`config.mk`:
```
export PLATFORM = sky130hd
export DESIGN_NAME = irqpp_top
export DESIGN_NICKNAME = d
export VERILOG_FILES = /design/src/irqpp_pkg.sv /design/src/irqpp_ahb_slave.sv /design/src/irqpp_prio_select.sv /design/src/irqpp_top.sv
export SDC_FILE = /design/constraint.sdc
export NUM_CORES = 1
export LEC_CHECK = 0
export BUFFER_PORTS_ARGS = -buffer_cell sky130_fd_sc_hd__buf_4
export CORE_MARGIN = 8
export CORE_UTILIZATION = 40
export CTS_BUF_LIST = sky130_fd_sc_hd__clkbuf_4
export DETAILED_ROUTE_END_ITERATION = 8
export PLACE_DENSITY = 0.66
export SLEW_MARGIN = 20
export SYNTH_ARGS = -nofsm -noshare
export SYNTH_HDL_FRONTEND = slang
export SYNTH_SLANG_ARGS = --single-unit
```
`constraint.sdc`:
```
create_clock -name mclk -period 11 [get_ports mclk]
set_input_delay 1.1 -clock mclk [delete_from_list [all_inputs] [get_ports mclk]]
set_output_delay 1.1 -clock mclk [all_outputs]
set_load 0.05 [all_outputs]
```
`src/irqpp_pkg.sv`:
```
// constants, register map and helper functions for the interrupt priority and pending logic
package irqpp_pkg;
   // =====================================================================
   // sizes
   localparam int NUM_IRQ = 33; // interrupt lines handled
   localparam int IRQ_W = 6; // width of an interrupt number
   localparam int PRIO_W = 4; // implemented priority bits per field
   localparam int LANE_W = 8; // width of one priority byte lane
   localparam int PRIO_LSB = 4; // field sits in bits 7:4 of its lane
   localparam int LANES = 4; // priority fields per register
   localparam int SGI_W = 9; // trigger number field width
   localparam int ADDR_W = 12; // decoded byte address width
   localparam int SYNC_STAGES = 2; // flip-flops in the reset release shift register

   // =====================================================================
   // register map, byte addresses
   localparam logic [11:0] OFS_PRIO_FIRST = 12'h000; // first priority register
   localparam logic [11:0] OFS_PRIO_LAST = 12'h020; // ninth priority register
   localparam logic [11:0] OFS_ENA_SET = 12'h100; // enable set, two words
   localparam logic [11:0] OFS_ENA_CLR = 12'h180; // enable clear, two words
   localparam logic [11:0] OFS_PEND_SET = 12'h200; // pending set, two words
   localparam logic [11:0] OFS_PEND_CLR = 12'h280; // pending clear, two words
   localparam logic [11:0] OFS_ACTIVE = 12'h300; // active flags, two words
   localparam logic [11:0] OFS_SOFT_TRIG = 12'hE00; // soft_trigger_reg, write only
   localparam logic [11:0] OFS_SYS_CTRL = 12'hE10; // system_ctrl_reg
   localparam int UNPRIV_BIT = 0; // unpriv_trigger_allow position

   // =====================================================================
   // reset values and bus codes
   localparam logic [PRIO_W-1:0] PRIO_RST = 4'h0;
   localparam logic [NUM_IRQ-1:0] VEC_RST = '0;
   localparam logic ALLOW_RST = 1'b0;
   localparam logic [2:0] HSIZE_BYTE = 3'h0;
   localparam logic [2:0] HSIZE_HALF = 3'h1;

   // =====================================================================
   // one 32-bit word of a bitmap, word 0 or 1
   function automatic logic [31:0] vec_word(input logic [NUM_IRQ-1:0] v, input logic hi);
      logic [63:0] p;
      p = 64'(v);
      return hi ? p[63:32] : p[31:0];
   endfunction : vec_word

   // spread a written word onto the bitmap, word 0 or 1
   function automatic logic [NUM_IRQ-1:0] wr_vec(input logic [31:0] d, input logic hi);
      logic [63:0] p;
      p = hi ? {d, 32'h0000_0000} : {32'h0000_0000, d};
      return p[NUM_IRQ-1:0];
   endfunction : wr_vec
endpackage : irqpp_pkg

```
`src/irqpp_ahb_slave.sv`:
```
// ahb-lite slave front end: address phase capture, byte lanes, read wait state
`timescale 1ns/100ps
module irqpp_ahb_slave (
   input wire logic mclk,
   input wire logic rstN,
   input wire logic hsel,
   input wire logic [31:0] haddr,
   input wire logic [1:0] htrans,
   input wire logic hwrite,
   input wire logic [2:0] hsize,
   input wire logic [3:0] hprot,
   input wire logic hready,
   input wire logic [31:0] rdData,
   output logic wrStrobe,
   output logic [irqpp_pkg::ADDR_W-1:0] regAddr,
   output logic [3:0] byteEn,
   output logic accPriv,
   output logic [31:0] hrdata,
   output logic hreadyout,
   output logic hresp
);
   import irqpp_pkg::*;

   logic takeReq; // valid transfer seen in address phase
   logic [3:0] laneMask; // byte lanes touched by this transfer
   logic dphWr; // write data phase in progress
   logic dphRd; // read data phase in progress
   logic rdDone; // read data already latched

   // =====================================================================
   // address phase decode
   assign takeReq = hsel & htrans[1] & hready;
   // byte lanes allow one priority field to change alone
   assign laneMask = (hsize == HSIZE_BYTE) ? (4'h1 << haddr[1:0]) :
                     (hsize == HSIZE_HALF) ? (haddr[1] ? 4'hC : 4'h3) : 4'hF;

   // capture the address phase; hold it while a read waits
   always_ff @(posedge mclk or negedge rstN) begin
      if (!rstN) begin
         dphWr <= 1'b0;
         dphRd <= 1'b0;
         regAddr <= '0;
         byteEn <= 4'h0;
         accPriv <= 1'b0;
      end else if (hready) begin
         dphWr <= takeReq & hwrite;
         dphRd <= takeReq & ~hwrite;
         if (takeReq) begin
            regAddr <= haddr[ADDR_W-1:0];
            byteEn <= laneMask;
            accPriv <= hprot[1];
         end
      end
   end

   // one wait state on reads so hrdata comes from a flip-flop
   always_ff @(posedge mclk or negedge rstN) begin
      if (!rstN) begin
         rdDone <= 1'b0;
         hrdata <= 32'h0000_0000;
      end else begin
         rdDone <= dphRd & ~rdDone;
         if (dphRd & ~rdDone) begin
            hrdata <= rdData;
         end
      end
   end

   // =====================================================================
   // handshake; writes finish with no wait, the response is always okay
   assign wrStrobe = dphWr;
   assign hreadyout = ~(dphRd & ~rdDone);
   assign hresp = 1'b0;
endmodule : irqpp_ahb_slave

```
`src/irqpp_prio_select.sv`:
```
// picks the requestable interrupt with the smallest priority value
`timescale 1ns/100ps
module irqpp_prio_select (
   input wire logic [irqpp_pkg::NUM_IRQ-1:0] cand,
   input wire logic [irqpp_pkg::NUM_IRQ*irqpp_pkg::PRIO_W-1:0] prioFlat,
   output logic found,
   output logic [irqpp_pkg::IRQ_W-1:0] winNum,
   output logic [irqpp_pkg::PRIO_W-1:0] winPrio
);
   import irqpp_pkg::*;

   // =====================================================================
   // scan from the top down so that on equal priority the lower number wins
   always_comb begin
      found = 1'b0;
      winNum = '0;
      winPrio = '1;
      for (int i = NUM_IRQ - 1; i >= 0; i--) begin
         // smaller value is the stronger claim
         if (cand[i] && (!found || prioFlat[i*PRIO_W +: PRIO_W] <= winPrio)) begin
            found = 1'b1;
            winNum = IRQ_W'(i);
            winPrio = prioFlat[i*PRIO_W +: PRIO_W];
         end
      end
   end
endmodule : irqpp_prio_select

```
`src/irqpp_top.sv`:
```
// interrupt priority, software trigger and pending state tracking with ahb-lite registers
//
// Decided for this implementation: register access over AHB-Lite and the register offsets.
`timescale 1ns/100ps
module irqpp_top (
   input wire logic mclk,
   input wire logic resetn,
   input wire logic hsel,
   input wire logic [31:0] haddr,
   input wire logic [1:0] htrans,
   input wire logic hwrite,
   input wire logic [2:0] hsize,
   input wire logic [3:0] hprot,
   input wire logic hready,
   input wire logic [31:0] hwdata,
   output logic [31:0] hrdata,
   output logic hreadyout,
   output logic hresp,
   input wire logic [irqpp_pkg::NUM_IRQ-1:0] irqLine,
   input wire logic coreEnter,
   input wire logic [irqpp_pkg::IRQ_W-1:0] coreEnterNum,
   input wire logic coreReturn,
   input wire logic [irqpp_pkg::IRQ_W-1:0] coreReturnNum,
   output logic reqValid,
   output logic [irqpp_pkg::IRQ_W-1:0] reqNum,
   output logic [irqpp_pkg::PRIO_W-1:0] reqPrio
);
   import irqpp_pkg::*;

   // =====================================================================
   // reset release
   logic [SYNC_STAGES-1:0] rstPipe; // release shift register
   logic rstN; // synchronised active-low reset for all logic

   // assert at once, release two edges later so no flop leaves reset mid-cycle
   always_ff @(posedge mclk or negedge resetn) begin
      if (!resetn) begin
         rstPipe <= '0;
      end else begin
         rstPipe <= {rstPipe[SYNC_STAGES-2:0], 1'b1};
      end
   end
   assign rstN = rstPipe[SYNC_STAGES-1];

   // =====================================================================
   // request line synchronisers
   logic [NUM_IRQ-1:0] lineMeta; // first stage, read only by lineSync
   logic [NUM_IRQ-1:0] lineSync; // safe copy of the request lines
   logic [NUM_IRQ-1:0] linePrev; // lineSync one cycle ago, for edges

   // peripherals may run on other clocks, so every line is resynchronised
   always_ff @(posedge mclk or negedge rstN) begin
      if (!rstN) begin
         lineMeta <= VEC_RST;
         lineSync <= VEC_RST;
         linePrev <= VEC_RST;
      end else begin
         lineMeta <= irqLine;
         lineSync <= lineMeta;
         linePrev <= lineSync;
      end
   end

   // =====================================================================
   // bus slave
   logic wrStrobe; // write data phase, hwdata valid
   logic [ADDR_W-1:0] regAddr; // captured byte address
   logic [3:0] byteEn; // captured byte lanes
   logic accPriv; // captured privilege of the access
   logic [31:0] rdData; // read mux result

   irqpp_ahb_slave uSlave (
      .mclk(mclk),
      .rstN(rstN),
      .hsel(hsel),
      .haddr(haddr),
      .htrans(htrans),
      .hwrite(hwrite),
      .hsize(hsize),
      .hprot(hprot),
      .hready(hready),
      .rdData(rdData),
      .wrStrobe(wrStrobe),
      .regAddr(regAddr),
      .byteEn(byteEn),
      .accPriv(accPriv),
      .hrdata(hrdata),
      .hreadyout(hreadyout),
      .hresp(hresp)
   );

   // =====================================================================
   // address decode
   logic isPrio; // one of the nine priority registers
   logic [3:0] prioIdx; // which priority register
   logic wordHi; // upper word of a two-word bitmap
   logic isEnaSet; // enable set pair
   logic isEnaClr; // enable clear pair
   logic isPendSet; // pending set pair
   logic isPendClr; // pending clear pair
   logic isActive; // active flag pair
   logic isTrig; // soft_trigger_reg
   logic isSys; // system_ctrl_reg
   logic allow; // unpriv_trigger_allow
   logic wrOk; // write accepted after privilege check
   logic [31:0] wData; // write data with unselected bytes dropped

   assign isPrio = regAddr[11:2] <= OFS_PRIO_LAST[11:2];
   assign prioIdx = regAddr[5:2];
   assign wordHi = regAddr[2];
   assign isEnaSet = regAddr[11:3] == OFS_ENA_SET[11:3];
   assign isEnaClr = regAddr[11:3] == OFS_ENA_CLR[11:3];
   assign isPendSet = regAddr[11:3] == OFS_PEND_SET[11:3];
   assign isPendClr = regAddr[11:3] == OFS_PEND_CLR[11:3];
   assign isActive = regAddr[11:3] == OFS_ACTIVE[11:3];
   assign isTrig = regAddr[11:2] == OFS_SOFT_TRIG[11:2];
   assign isSys = regAddr[11:2] == OFS_SYS_CTRL[11:2];
   // unprivileged writes land only on the trigger, and only when allowed
   assign wrOk = wrStrobe & (accPriv | (isTrig & allow));
   assign wData = hwdata & {{8{byteEn[3]}}, {8{byteEn[2]}}, {8{byteEn[1]}}, {8{byteEn[0]}}};

   // =====================================================================
   // system control: privileged writes only
   logic [31:0] sysWord; // read view of system_ctrl_reg

   always_ff @(posedge mclk or negedge rstN) begin
      if (!rstN) begin
         allow <= ALLOW_RST;
      end else if (wrOk && isSys && accPriv) begin
         allow <= wData[UNPRIV_BIT];
      end
   end
   assign sysWord = 32'(allow) << UNPRIV_BIT;

   // =====================================================================
   // priority fields
   logic [PRIO_W-1:0] prio [NUM_IRQ]; // stored upper nibble of each field
   logic [NUM_IRQ-1:0] prioWr; // field write strobe per interrupt
   logic [NUM_IRQ*PRIO_W-1:0] prioFlat; // fields packed for the selector
   logic [31:0] prioWord; // read view of the addressed register

   for (genvar g = 0; g < NUM_IRQ; g++) begin : gPrio
      // register g/4, lane g%4, each lane written only if its byte is selected
      assign prioWr[g] = wrOk && isPrio && prioIdx == 4'(g / LANES) && byteEn[g % LANES];
      assign prioFlat[g*PRIO_W +: PRIO_W] = prio[g];
   end

   // only bits 7:4 of a lane are kept; bits 3:0 are thrown away
   always_ff @(posedge mclk or negedge rstN) begin
      if (!rstN) begin
         for (int i = 0; i < NUM_IRQ; i++) begin
            prio[i] <= PRIO_RST;
         end
      end else begin
         for (int i = 0; i < NUM_IRQ; i++) begin
            if (prioWr[i]) begin
               prio[i] <= wData[(i % LANES)*LANE_W + PRIO_LSB +: PRIO_W];
            end
         end
      end
   end

   // low nibble of every lane reads zero; lanes past the last irq read zero
   always_comb begin
      prioWord = 32'h0000_0000;
      for (int j = 0; j < LANES; j++) begin
         if (int'(prioIdx) * LANES + j < NUM_IRQ) begin
            prioWord[j*LANE_W + PRIO_LSB +: PRIO_W] = prio[int'(prioIdx) * LANES + j];
         end
      end
   end

   // =====================================================================
   // enable, pending and active state
   logic [NUM_IRQ-1:0] enable; // irq_enable_set state
   logic [NUM_IRQ-1:0] pending; // pending flags
   logic [NUM_IRQ-1:0] active; // active flags
   logic [NUM_IRQ-1:0] enterVec; // core enters this handler now
   logic [NUM_IRQ-1:0] returnVec; // core returns from this handler now
   logic [NUM_IRQ-1:0] edgeVec; // rising edge on the line
   logic [NUM_IRQ-1:0] lvlVec; // line high where the level may pend
   logic [NUM_IRQ-1:0] swSetVec; // set-pending write
   logic [NUM_IRQ-1:0] swClrVec; // clear-pending write
   logic [NUM_IRQ-1:0] trigVec; // software_interrupt by number
   logic [NUM_IRQ-1:0] setVec; // all reasons to become pending
   logic [NUM_IRQ-1:0] clrVec; // all reasons to stop pending
   logic [NUM_IRQ-1:0] next_pending;
   logic [NUM_IRQ-1:0] next_active;
   logic [NUM_IRQ-1:0] next_enable;
   logic [SGI_W-1:0] sgiNum; // number written to the trigger

   assign enterVec = coreEnter ? ({{(NUM_IRQ-1){1'b0}}, 1'b1} << coreEnterNum) : VEC_RST;
   assign returnVec = coreReturn ? ({{(NUM_IRQ-1){1'b0}}, 1'b1} << coreReturnNum) : VEC_RST;
   assign edgeVec = lineSync & ~linePrev;
   // a high line pends while not active; on return it is sampled again
   assign lvlVec = lineSync & ((~active & ~enterVec) | returnVec);
   assign swSetVec = (wrOk && isPendSet) ? wr_vec(wData, wordHi) : VEC_RST;
   assign swClrVec = (wrOk && isPendClr) ? wr_vec(wData, wordHi) : VEC_RST;
   assign sgiNum = wData[SGI_W-1:0];
   // numbers beyond the last line match nothing and are ignored
   for (genvar g = 0; g < NUM_IRQ; g++) begin : gTrig
      assign trigVec[g] = wrOk && isTrig && sgiNum == SGI_W'(g);
   end
   // enable plays no part here: disabled lines still pend
   assign setVec = lvlVec | edgeVec | swSetVec | trigVec;
   // a clear-pending write loses to a line that is still high
   assign clrVec = enterVec | (swClrVec & ~lineSync);
   // set beats clear, so an edge during handler entry is kept
   assign next_pending = setVec | (pending & ~clrVec);
   // active is left alone by new pends; only a return clears it
   assign next_active = enterVec | (active & ~returnVec);
   assign next_enable = (enable | ((wrOk && isEnaSet) ? wr_vec(wData, wordHi) : VEC_RST))
                        & ~((wrOk && isEnaClr) ? wr_vec(wData, wordHi) : VEC_RST);

   // state update
   always_ff @(posedge mclk or negedge rstN) begin
      if (!rstN) begin
         pending <= VEC_RST;
         active <= VEC_RST;
         enable <= VEC_RST;
      end else begin
         pending <= next_pending;
         active <= next_active;
         enable <= next_enable;
      end
   end

   // =====================================================================
   // request to the core
   logic [NUM_IRQ-1:0] cand; // pending, enabled and not yet active
   logic found; // a candidate exists
   logic [IRQ_W-1:0] winNum; // strongest candidate
   logic [PRIO_W-1:0] winPrio; // its priority

   // a disabled line can sit pending forever without being offered
   assign cand = pending & enable & ~active;

   irqpp_prio_select uSelect (
      .cand(cand),
      .prioFlat(prioFlat),
      .found(found),
      .winNum(winNum),
      .winPrio(winPrio)
   );

   // registered so the core sees a stable number and priority
   always_ff @(posedge mclk or negedge rstN) begin
      if (!rstN) begin
         reqValid <= 1'b0;
         reqNum <= '0;
         reqPrio <= PRIO_RST;
      end else begin
         reqValid <= found;
         reqNum <= winNum;
         reqPrio <= winPrio;
      end
   end

   // =====================================================================
   // read mux; the trigger is write only and unmapped words read zero
   assign rdData = isPrio ? prioWord :
                   (isEnaSet || isEnaClr) ? vec_word(enable, wordHi) :
                   (isPendSet || isPendClr) ? vec_word(pending, wordHi) :
                   isActive ? vec_word(active, wordHi) :
                   isSys ? sysWord : 32'h0000_0000;

   for (genvar g = 0; g < NUM_IRQ; g++) begin : gChk

   end
endmodule : irqpp_top

```
# Yosys cells after proc, flatten, opt, wreduce, memory -nomap -nowiden
# Index checks and enable logic that the tools add are counted.
# Widths: inputs -> output; s select.
totals:
  regBits: 396
  input_bits: 125
  output_inout_bits: 45
  word_cells: 504
op_classes:
  add_sub_neg: 3
  n_lt_le_gt_ge: 41
  n_eq_ne: 48
  n_shift: 3
  mux: 133
  bitwise: 40
  reduce_logical: 185
ops:
  columns: ["cell", "count"]
  rows:
  - ["$and 33x33->33", 9]
  - ["$or 33x33->33", 8]
  - ["$mux 33", 7]
  - ["$not 33->33", 7]
  - ["$mux 32", 7]
  - ["$mux 6", 33]
  - ["$mux 4", 48]
  - ["$eq 9x5->1 const B", 16]
  - ["$ge 32x7->1 const B", 4]
  - ["$le 4x4->1", 32]
  - ["$logic_and 1x1->1", 115]
  - ["$bmux 4 s6", 4]
  - ["$lt 32x7->1 const B", 3]
  - ["$not 7->32", 3]
  - ["$eq 9x4->1 const B", 8]
  - ["$shl 1x6->33 const A", 2]
  - ["$eq 9x3->1 const B", 4]
  - ["$logic_or 1x1->1", 34]
  - ["$mux 1", 34]
  - ["$and 32x32->32", 1]
  - ["$logic_not 1->1", 32]
  - ["$not 6->32", 1]
  - ["$eq 9x6->1 const B", 3]
  - ["$eq 9x7->1 const B", 3]
  - ["20 further kinds", 35]

# Logic depth before layout (Yosys ltp)
depth:
  ltp_word: 131
  mapped_depth: 296
  depth_no_buf: 282

# By module
# A second synthesis with hierarchy kept.
hier_totals:
  hier_cells: 2654
  hier_area_um2: 25380.6
modules_own_cells:
  columns: ["mod", "instances", "cells_each", "area_per_inst_um2", "seq_area_each_um2"]
  rows:
  - ["irqpp_top", 1, 1454, 16085.4, 8608.3]
  - ["irqpp_prio_select", 1, 1073, 7259.5, 0.0]
  - ["irqpp_ahb_slave", 1, 127, 2035.7, 1301.2]

# Worst setup path before layout
# OpenSTA, ideal clock, no wires.
synth_path:
  path_type: "reg-to-reg"
  from: "register active[32]"
  to: "register reqNum[5] in the netlist's numbering"
  setup_time_ns: 0.067
  arrival_ns: 48.020
  required_ns: 10.933
  slack_ns: -37.086
  stages_incl_launch_ff: 275
  path_buffers: 16
  synth_period_minus_slack_ns: 48.086
  path_cell_list: "dfrtp_1 nand3b_1 nor2_1 ha_1 nor2b_1 nor2_1 a31oi_1 o21ai_0 a31oi_1 mux2_2 ha_1 nor2b_1 o31a_1 nand3_1 mux2i_1 nor2_1 or2_2 and2_1 [239 not listed] nor2b_1 o21ai_0 nand2b_1 a21oi_1 a41oi_1 a21oi_1 mux2_2 o31ai_1 ha_1 nor2b_1 o21ai_0 nand2b_1 a21oi_1 a41o_1 o21bai_1 nand2_1 nor4_1 and3_1"
synth_via:
  elab_chain_len: 131
  elab_cells_between_ends: 227
  cone_classes: "32 x order compare; 97 x mux; 2 x bitwise; 96 x reduce/logical"
synth_lines:
  columns: ["item", "line", "text"]
  rows:
  - ["start, declared", "irqpp_top.sv:177", "logic [NUM_IRQ-1:0] active;"]
  - ["start signal, assigned", "irqpp_top.sv:223", "active <= next_active;"]
  - ["$not 33->33 *", "irqpp_top.sv:236", "assign cand = pending & enable & ~active;"]
  - ["$and 33x33->33 *", "irqpp_top.sv:236", null]
  - ["$mux 4 / $mux 1 (equally long branches)", "irqpp_prio_select.sv:20", "if (cand[i] && (!found || prioFlat[i*PRIO_W +: PRIO_W] <= winPrio)) begin"]
  - ["$le 4x4->1 / $logic_not 1->1 (equally long branches)", "irqpp_prio_select.sv:20", null]
  - ["$logic_or 1x1->1", "irqpp_prio_select.sv:20", null]
  - ["$logic_and 1x1->1", "irqpp_prio_select.sv:20", null]
  - ["$mux 4 / $mux 1 (equally long branches)", "irqpp_prio_select.sv:20", null]
  - ["$le 4x4->1 / $logic_not 1->1 (equally long branches)", "irqpp_prio_select.sv:20", null]
  - ["[116 not listed]", null, null]
  - ["$logic_or 1x1->1", "irqpp_prio_select.sv:20", null]
  - ["$logic_and 1x1->1", "irqpp_prio_select.sv:20", null]
  - ["$mux 4 / $mux 1 (equally long branches)", "irqpp_prio_select.sv:20", null]
  - ["$le 4x4->1 / $logic_not 1->1 (equally long branches)", "irqpp_prio_select.sv:20", null]
  - ["$logic_or 1x1->1", "irqpp_prio_select.sv:20", null]
  - ["$logic_and 1x1->1", "irqpp_prio_select.sv:20", null]
  - ["$mux 6 *", "irqpp_prio_select.sv:20", null]
  - ["named net uSelect.winNum, one bit", "irqpp_prio_select.sv:7", "output logic [irqpp_pkg::IRQ_W-1:0] winNum,"]
  - ["end signal, assigned", "irqpp_top.sv:254", "reqNum <= winNum;"]
  - ["end, declared", "irqpp_top.sv:25", "output logic [irqpp_pkg::IRQ_W-1:0] reqNum,"]
# The timed path passes the listed nets; every way through them passes the cells marked *.
# A chain may end at the register's enable or synchronous reset.

# Worst setup path in the final report
layout_path:
  from: "register active[32]"
  to: "register reqPrio[3] in the netlist's numbering"
layout_via:
  elab_chain_len: 131
  elab_cells_between_ends: 195
  cone_classes: "32 x order compare; 65 x mux; 2 x bitwise; 96 x reduce/logical"
layout_lines:
  columns: ["item", "line", "text"]
  rows:
  - ["$not 33->33 *", "irqpp_top.sv:236", null]
  - ["$and 33x33->33 *", "irqpp_top.sv:236", null]
  - ["$mux 4 / $mux 1 (equally long branches)", "irqpp_prio_select.sv:20", null]
  - ["$le 4x4->1 / $logic_not 1->1 (equally long branches)", "irqpp_prio_select.sv:20", null]
  - ["$logic_or 1x1->1", "irqpp_prio_select.sv:20", null]
  - ["$logic_and 1x1->1", "irqpp_prio_select.sv:20", null]
  - ["$mux 4 / $mux 1 (equally long branches)", "irqpp_prio_select.sv:20", null]
  - ["$le 4x4->1 / $logic_not 1->1 (equally long branches)", "irqpp_prio_select.sv:20", null]
  - ["[116 not listed]", null, null]
  - ["$logic_or 1x1->1", "irqpp_prio_select.sv:20", null]
  - ["$logic_and 1x1->1", "irqpp_prio_select.sv:20", null]
  - ["$mux 4 / $mux 1 (equally long branches)", "irqpp_prio_select.sv:20", null]
  - ["$le 4x4->1 / $logic_not 1->1 (equally long branches)", "irqpp_prio_select.sv:20", null]
  - ["$logic_or 1x1->1", "irqpp_prio_select.sv:20", null]
  - ["$logic_and 1x1->1", "irqpp_prio_select.sv:20", null]
  - ["$mux 4 *", "irqpp_prio_select.sv:20", null]
  - ["named net uSelect.winPrio, one bit", "irqpp_prio_select.sv:8", "output logic [irqpp_pkg::PRIO_W-1:0] winPrio"]
  - ["end signal, assigned", "irqpp_top.sv:255", "reqPrio <= winPrio;"]
  - ["end, declared", "irqpp_top.sv:26", "output logic [irqpp_pkg::PRIO_W-1:0] reqPrio"]
# Marks and branches as above.

==> results.sh <==
export IMPL_status="complete, but fails checks"
export IMPL_failed_checks="setup timing"
export IMPL_finalCritPeriodShare_pct=416.7
export IMPL_fin_crit_ps=45840
export IMPL_synth_seq_cells=394
export IMPL_gp_congestion=1.000
export IMPL_syn_nets=2709
export IMPL_synth_common_cells="dfrtp_1, o21ai_0, nand2_1"
export IMPL_die_w_um=262.8
export IMPL_netlist_area_leader_share_pct=40.46
export IMPL_numCtsBuffers=105
export IMPL_wl_um=101400
export IMPL_power_density_nw_per_um2=117.3
export IMPL_post_route_drc_count=0
export IMPL_io_buffer_count=144
export IMPL_cts_tree="built"
export IMPL_firstDrtPassIters=7
export IMPL_clock_latency_ps=910
export IMPL_finClkSkew_ps=62.06
export IMPL_avgRoutedWirePerCell_um=24.10
export IMPL_p_sw_uw=1397
export IMPL_clk_pin_slew_worst_paths_ps=60
export IMPL_start_kind="flip-flop"
export IMPL_clk_path_buf_depth=3
export IMPL_async_flop_share_pct=100.0
export IMPL_yosysMostFrequentCell="dfrtp_1"
export IMPL_slowest_stage="or3_4"
export IMPL_grt_antenna_before_repair=6
export IMPL_swShare_pct=34.16
export IMPL_synth_ff_type="dfrtp_1"
export IMPL_drtAntennaViolNets=0
export IMPL_root_buffer="clkbuf_4"
export IMPL_power_share_sequential_pct=40.7
export IMPL_avgSynthCellArea_um2=9.853
export IMPL_cp_end_kind="flip-flop"
export IMPL_die_h_um=262.8
export IMPL_drive_above_1_share_pct=45.66
export IMPL_crit_path_max_fanout=8
export IMPL_synth_edf_count=0
export IMPL_area_growth_pct=43.09
export IMPL_critPathKind="reg2reg"
export IMPL_htree_num_levels=3
export IMPL_ys_warn_count=0
export IMPL_track_usage_pct=27.82
export IMPL_ios=170
export IMPL_die_area_um2=69070
export IMPL_drt_vias_per_instance=5.970
export IMPL_grt_remaining_overflow=0
export IMPL_max_clock_freq_ghz=0.02182
export IMPL_cp_slowest_stage_delay_ps=430
export IMPL_fin_nets=3582
export IMPL_drt_iter0_markers=2377
export IMPL_timing_final_ws_setup_ps=-34840
export IMPL_worst_pin_slew_ps=1149
export IMPL_clkPwrFrac_pct=31.8
export IMPL_intPower_uw=2691
export IMPL_synthTopCellsByArea="dfrtp_1, mux2_2, ha_1"
export IMPL_hold_viol=0
export IMPL_syn_area_um2=24370
export IMPL_yosys_area_top_type="dfrtp_1"
export IMPL_p_leak_uw=0.01579
export IMPL_grt_max_degree=72
export IMPL_cap_violations=0
export IMPL_ir_worst_vdd_mv=0.1205
export IMPL_hold_ws_ps=304.3
export IMPL_grt_pass1_vias=25670
export IMPL_slew_headroom_pct=23.04
export IMPL_crit_arrival_ps=46570
export IMPL_post_dp_hpwl_um=74100
export IMPL_synth_cells=2473
export IMPL_via_count=25130
export IMPL_rsz0062_at_grt="true"
export IMPL_crit_required_ps=11730
export IMPL_core_area_um2=60250
export IMPL_seq_area_frac_synth_pct=40.46
export IMPL_total_power_uw=4088
export IMPL_synth_distinct_cells=100
export IMPL_power_frac_comb_pct=27.5
export IMPL_slew_violations=0
export IMPL_grt_first_pass_wirelength_um=151100
export IMPL_core_rowCount=90
export IMPL_nFillCells=4967
export IMPL_clock_sinks=394
export IMPL_start_util_pct=40.44
export IMPL_report_final_setup_viol=10
export IMPL_hold_class="in2reg"
export IMPL_path_common_cell="ha_4"
[power groups by stage]
stage	Combinational, µW	Sequential [µW]	Clock [µW]
after global placement	962	1680	0
after floorplan	481	1740	0
after detailed placement	986	1680	0
final	1120	1660	1300
after global routing	1190	1670	1400
after CTS	1030	1660	1320
[critical path: cells and delay by family (launching register included)]
kind	cells	cell delay, ps
mux	13	3400
buf+inv	33	3900
fa+ha+maj	32	7910
simple gates	72	10030
compound gates	125	20060
flops	1	380
[per-layer routing]
| metal | global-route usage (%) | part of all wire (%) | up-vias | wire length, µm |
|---|---|---|---|---|
| li1 | - | - | 11110 | - |
| met1 | 34.92 | 40 | 12410 | 40950 |
| met2 | 44.95 | 46 | 1273 | 46500 |
| met3 | 6.137 | 8.2 | 330 | 8345 |
| met4 | 14.04 | 5.5 | 4 | 5602 |
| met5 | 0 | 0.035 | - | 35 |
[logic make-up (layout without fill, tap and decap cells)]
group                    Yosys count  count (layout)  share of synthesized area, %
AO/OA/AOI/OAI                    775             775                         22.23
AND/OR/NAND/NOR                  736             736                         15.86
flip-flops                       394             394                         40.46
multiplexers                     234             234                         12.13
buffers and inverters            217            1169                         3.435
adder cells (fa/ha/maj)          113             113                         5.782
other                              2               4                       0.03082
XOR/XNOR                           2               2                       0.07190
[what timing repair did]
item	4_1_cts	5_1_grt
hold endpoints to repair	2	0
endpoints found under the setup margin	10	10
pin swaps	79	139
resized for setup	90	170
hold buffers	1	0
setup buffers	111	46
[final timing paths]
check                      slack [ps]         start  depth (start not counted)           endpoint
setup / recovery               -34840    active[32]                        275         reqPrio[3]
hold / removal                    300    irqLine[2]                          1        lineMeta[2]
setup reg to reg               -34840    active[32]                        275         reqPrio[3]
hold reg to reg                   340  lineMeta[17]                          0       lineSync[17]
max in group asynchronous        8270    rstPipe[1]                          2            prio[8]
min in group asynchronous         460    rstPipe[1]                          0  uSlave.hrdata[24]
[registers in the layout (all words and copies together) (netlist names)]
signal,cells
active,33
uSlave.wrStrobe,1
lineMeta,33
prio,132
pending,33
enable,33
uSlave.byteEn,4
rstPipe,2
uSlave.regAddr,10
uSlave.dphRd,1
reqPrio,4
linePrev,33
lineSync,33
uSlave.hrdata,32
allow,1
reqValid,1
uSlave.rdDone,1
uSlave.accPriv,1
reqNum,6
[area by class of cell]
| class | instances | area (µm²) | share of cell area [%] |
|---|---|---|---|
| inverters | 94 | 352.8 | 1.012 |
| clock inverters | 40 | 221.5 | 0.6352 |
| multi-input cells | 1862 | 15550 | 44.59 |
| well taps | 782 | 978.4 | 2.806 |
| flip-flops and latches | 394 | 9867 | 28.30 |
| clock buffers | 146 | 1096 | 3.144 |
| diodes | 2 | 5.005 | 0.01435 |
| repair buffers | 889 | 6797 | 19.49 |
[layout by cell type, fill, tap and decap left out, types with 22 or more instances in the layout]
master	count
a21o_1	38
a21oi_1	68
a21oi_2	26
a222oi_1	31
a22oi_1	32
a32o_1	29
and3b_1	22
buf_4	863
buf_6	22
clkbuf_4	146
clkinv_1	27
dfrtp_1	392
ha_1	62
ha_4	38
inv_1	85
mux2_2	155
mux2i_1	25
mux4_2	32
nand2_1	190
nand2b_1	60
nand3_1	66
nand3b_1	27
nor2_1	131
nor2b_1	24
nor3_1	24
o21a_1	41
o21ai_0	210
o21ai_1	24
o31ai_1	37
[stage by stage]
stage	instance area [µm²]	worst slack (ps)	util (%)	TNS, ps	std cells
after floorplan	25060	-32780	-	-326440	2473
after global placement	31010	-33200	51.47	-330150	3866
after detailed placement	31010	-35050	51.47	-348380	3866
after CTS	33610	-33790	55.79	-336980	4163
after global routing	34860	-36870	57.87	-367530	4209
final	34860	-34840	57.87	-347200	4209
Power figures use the tool's default switching activity.
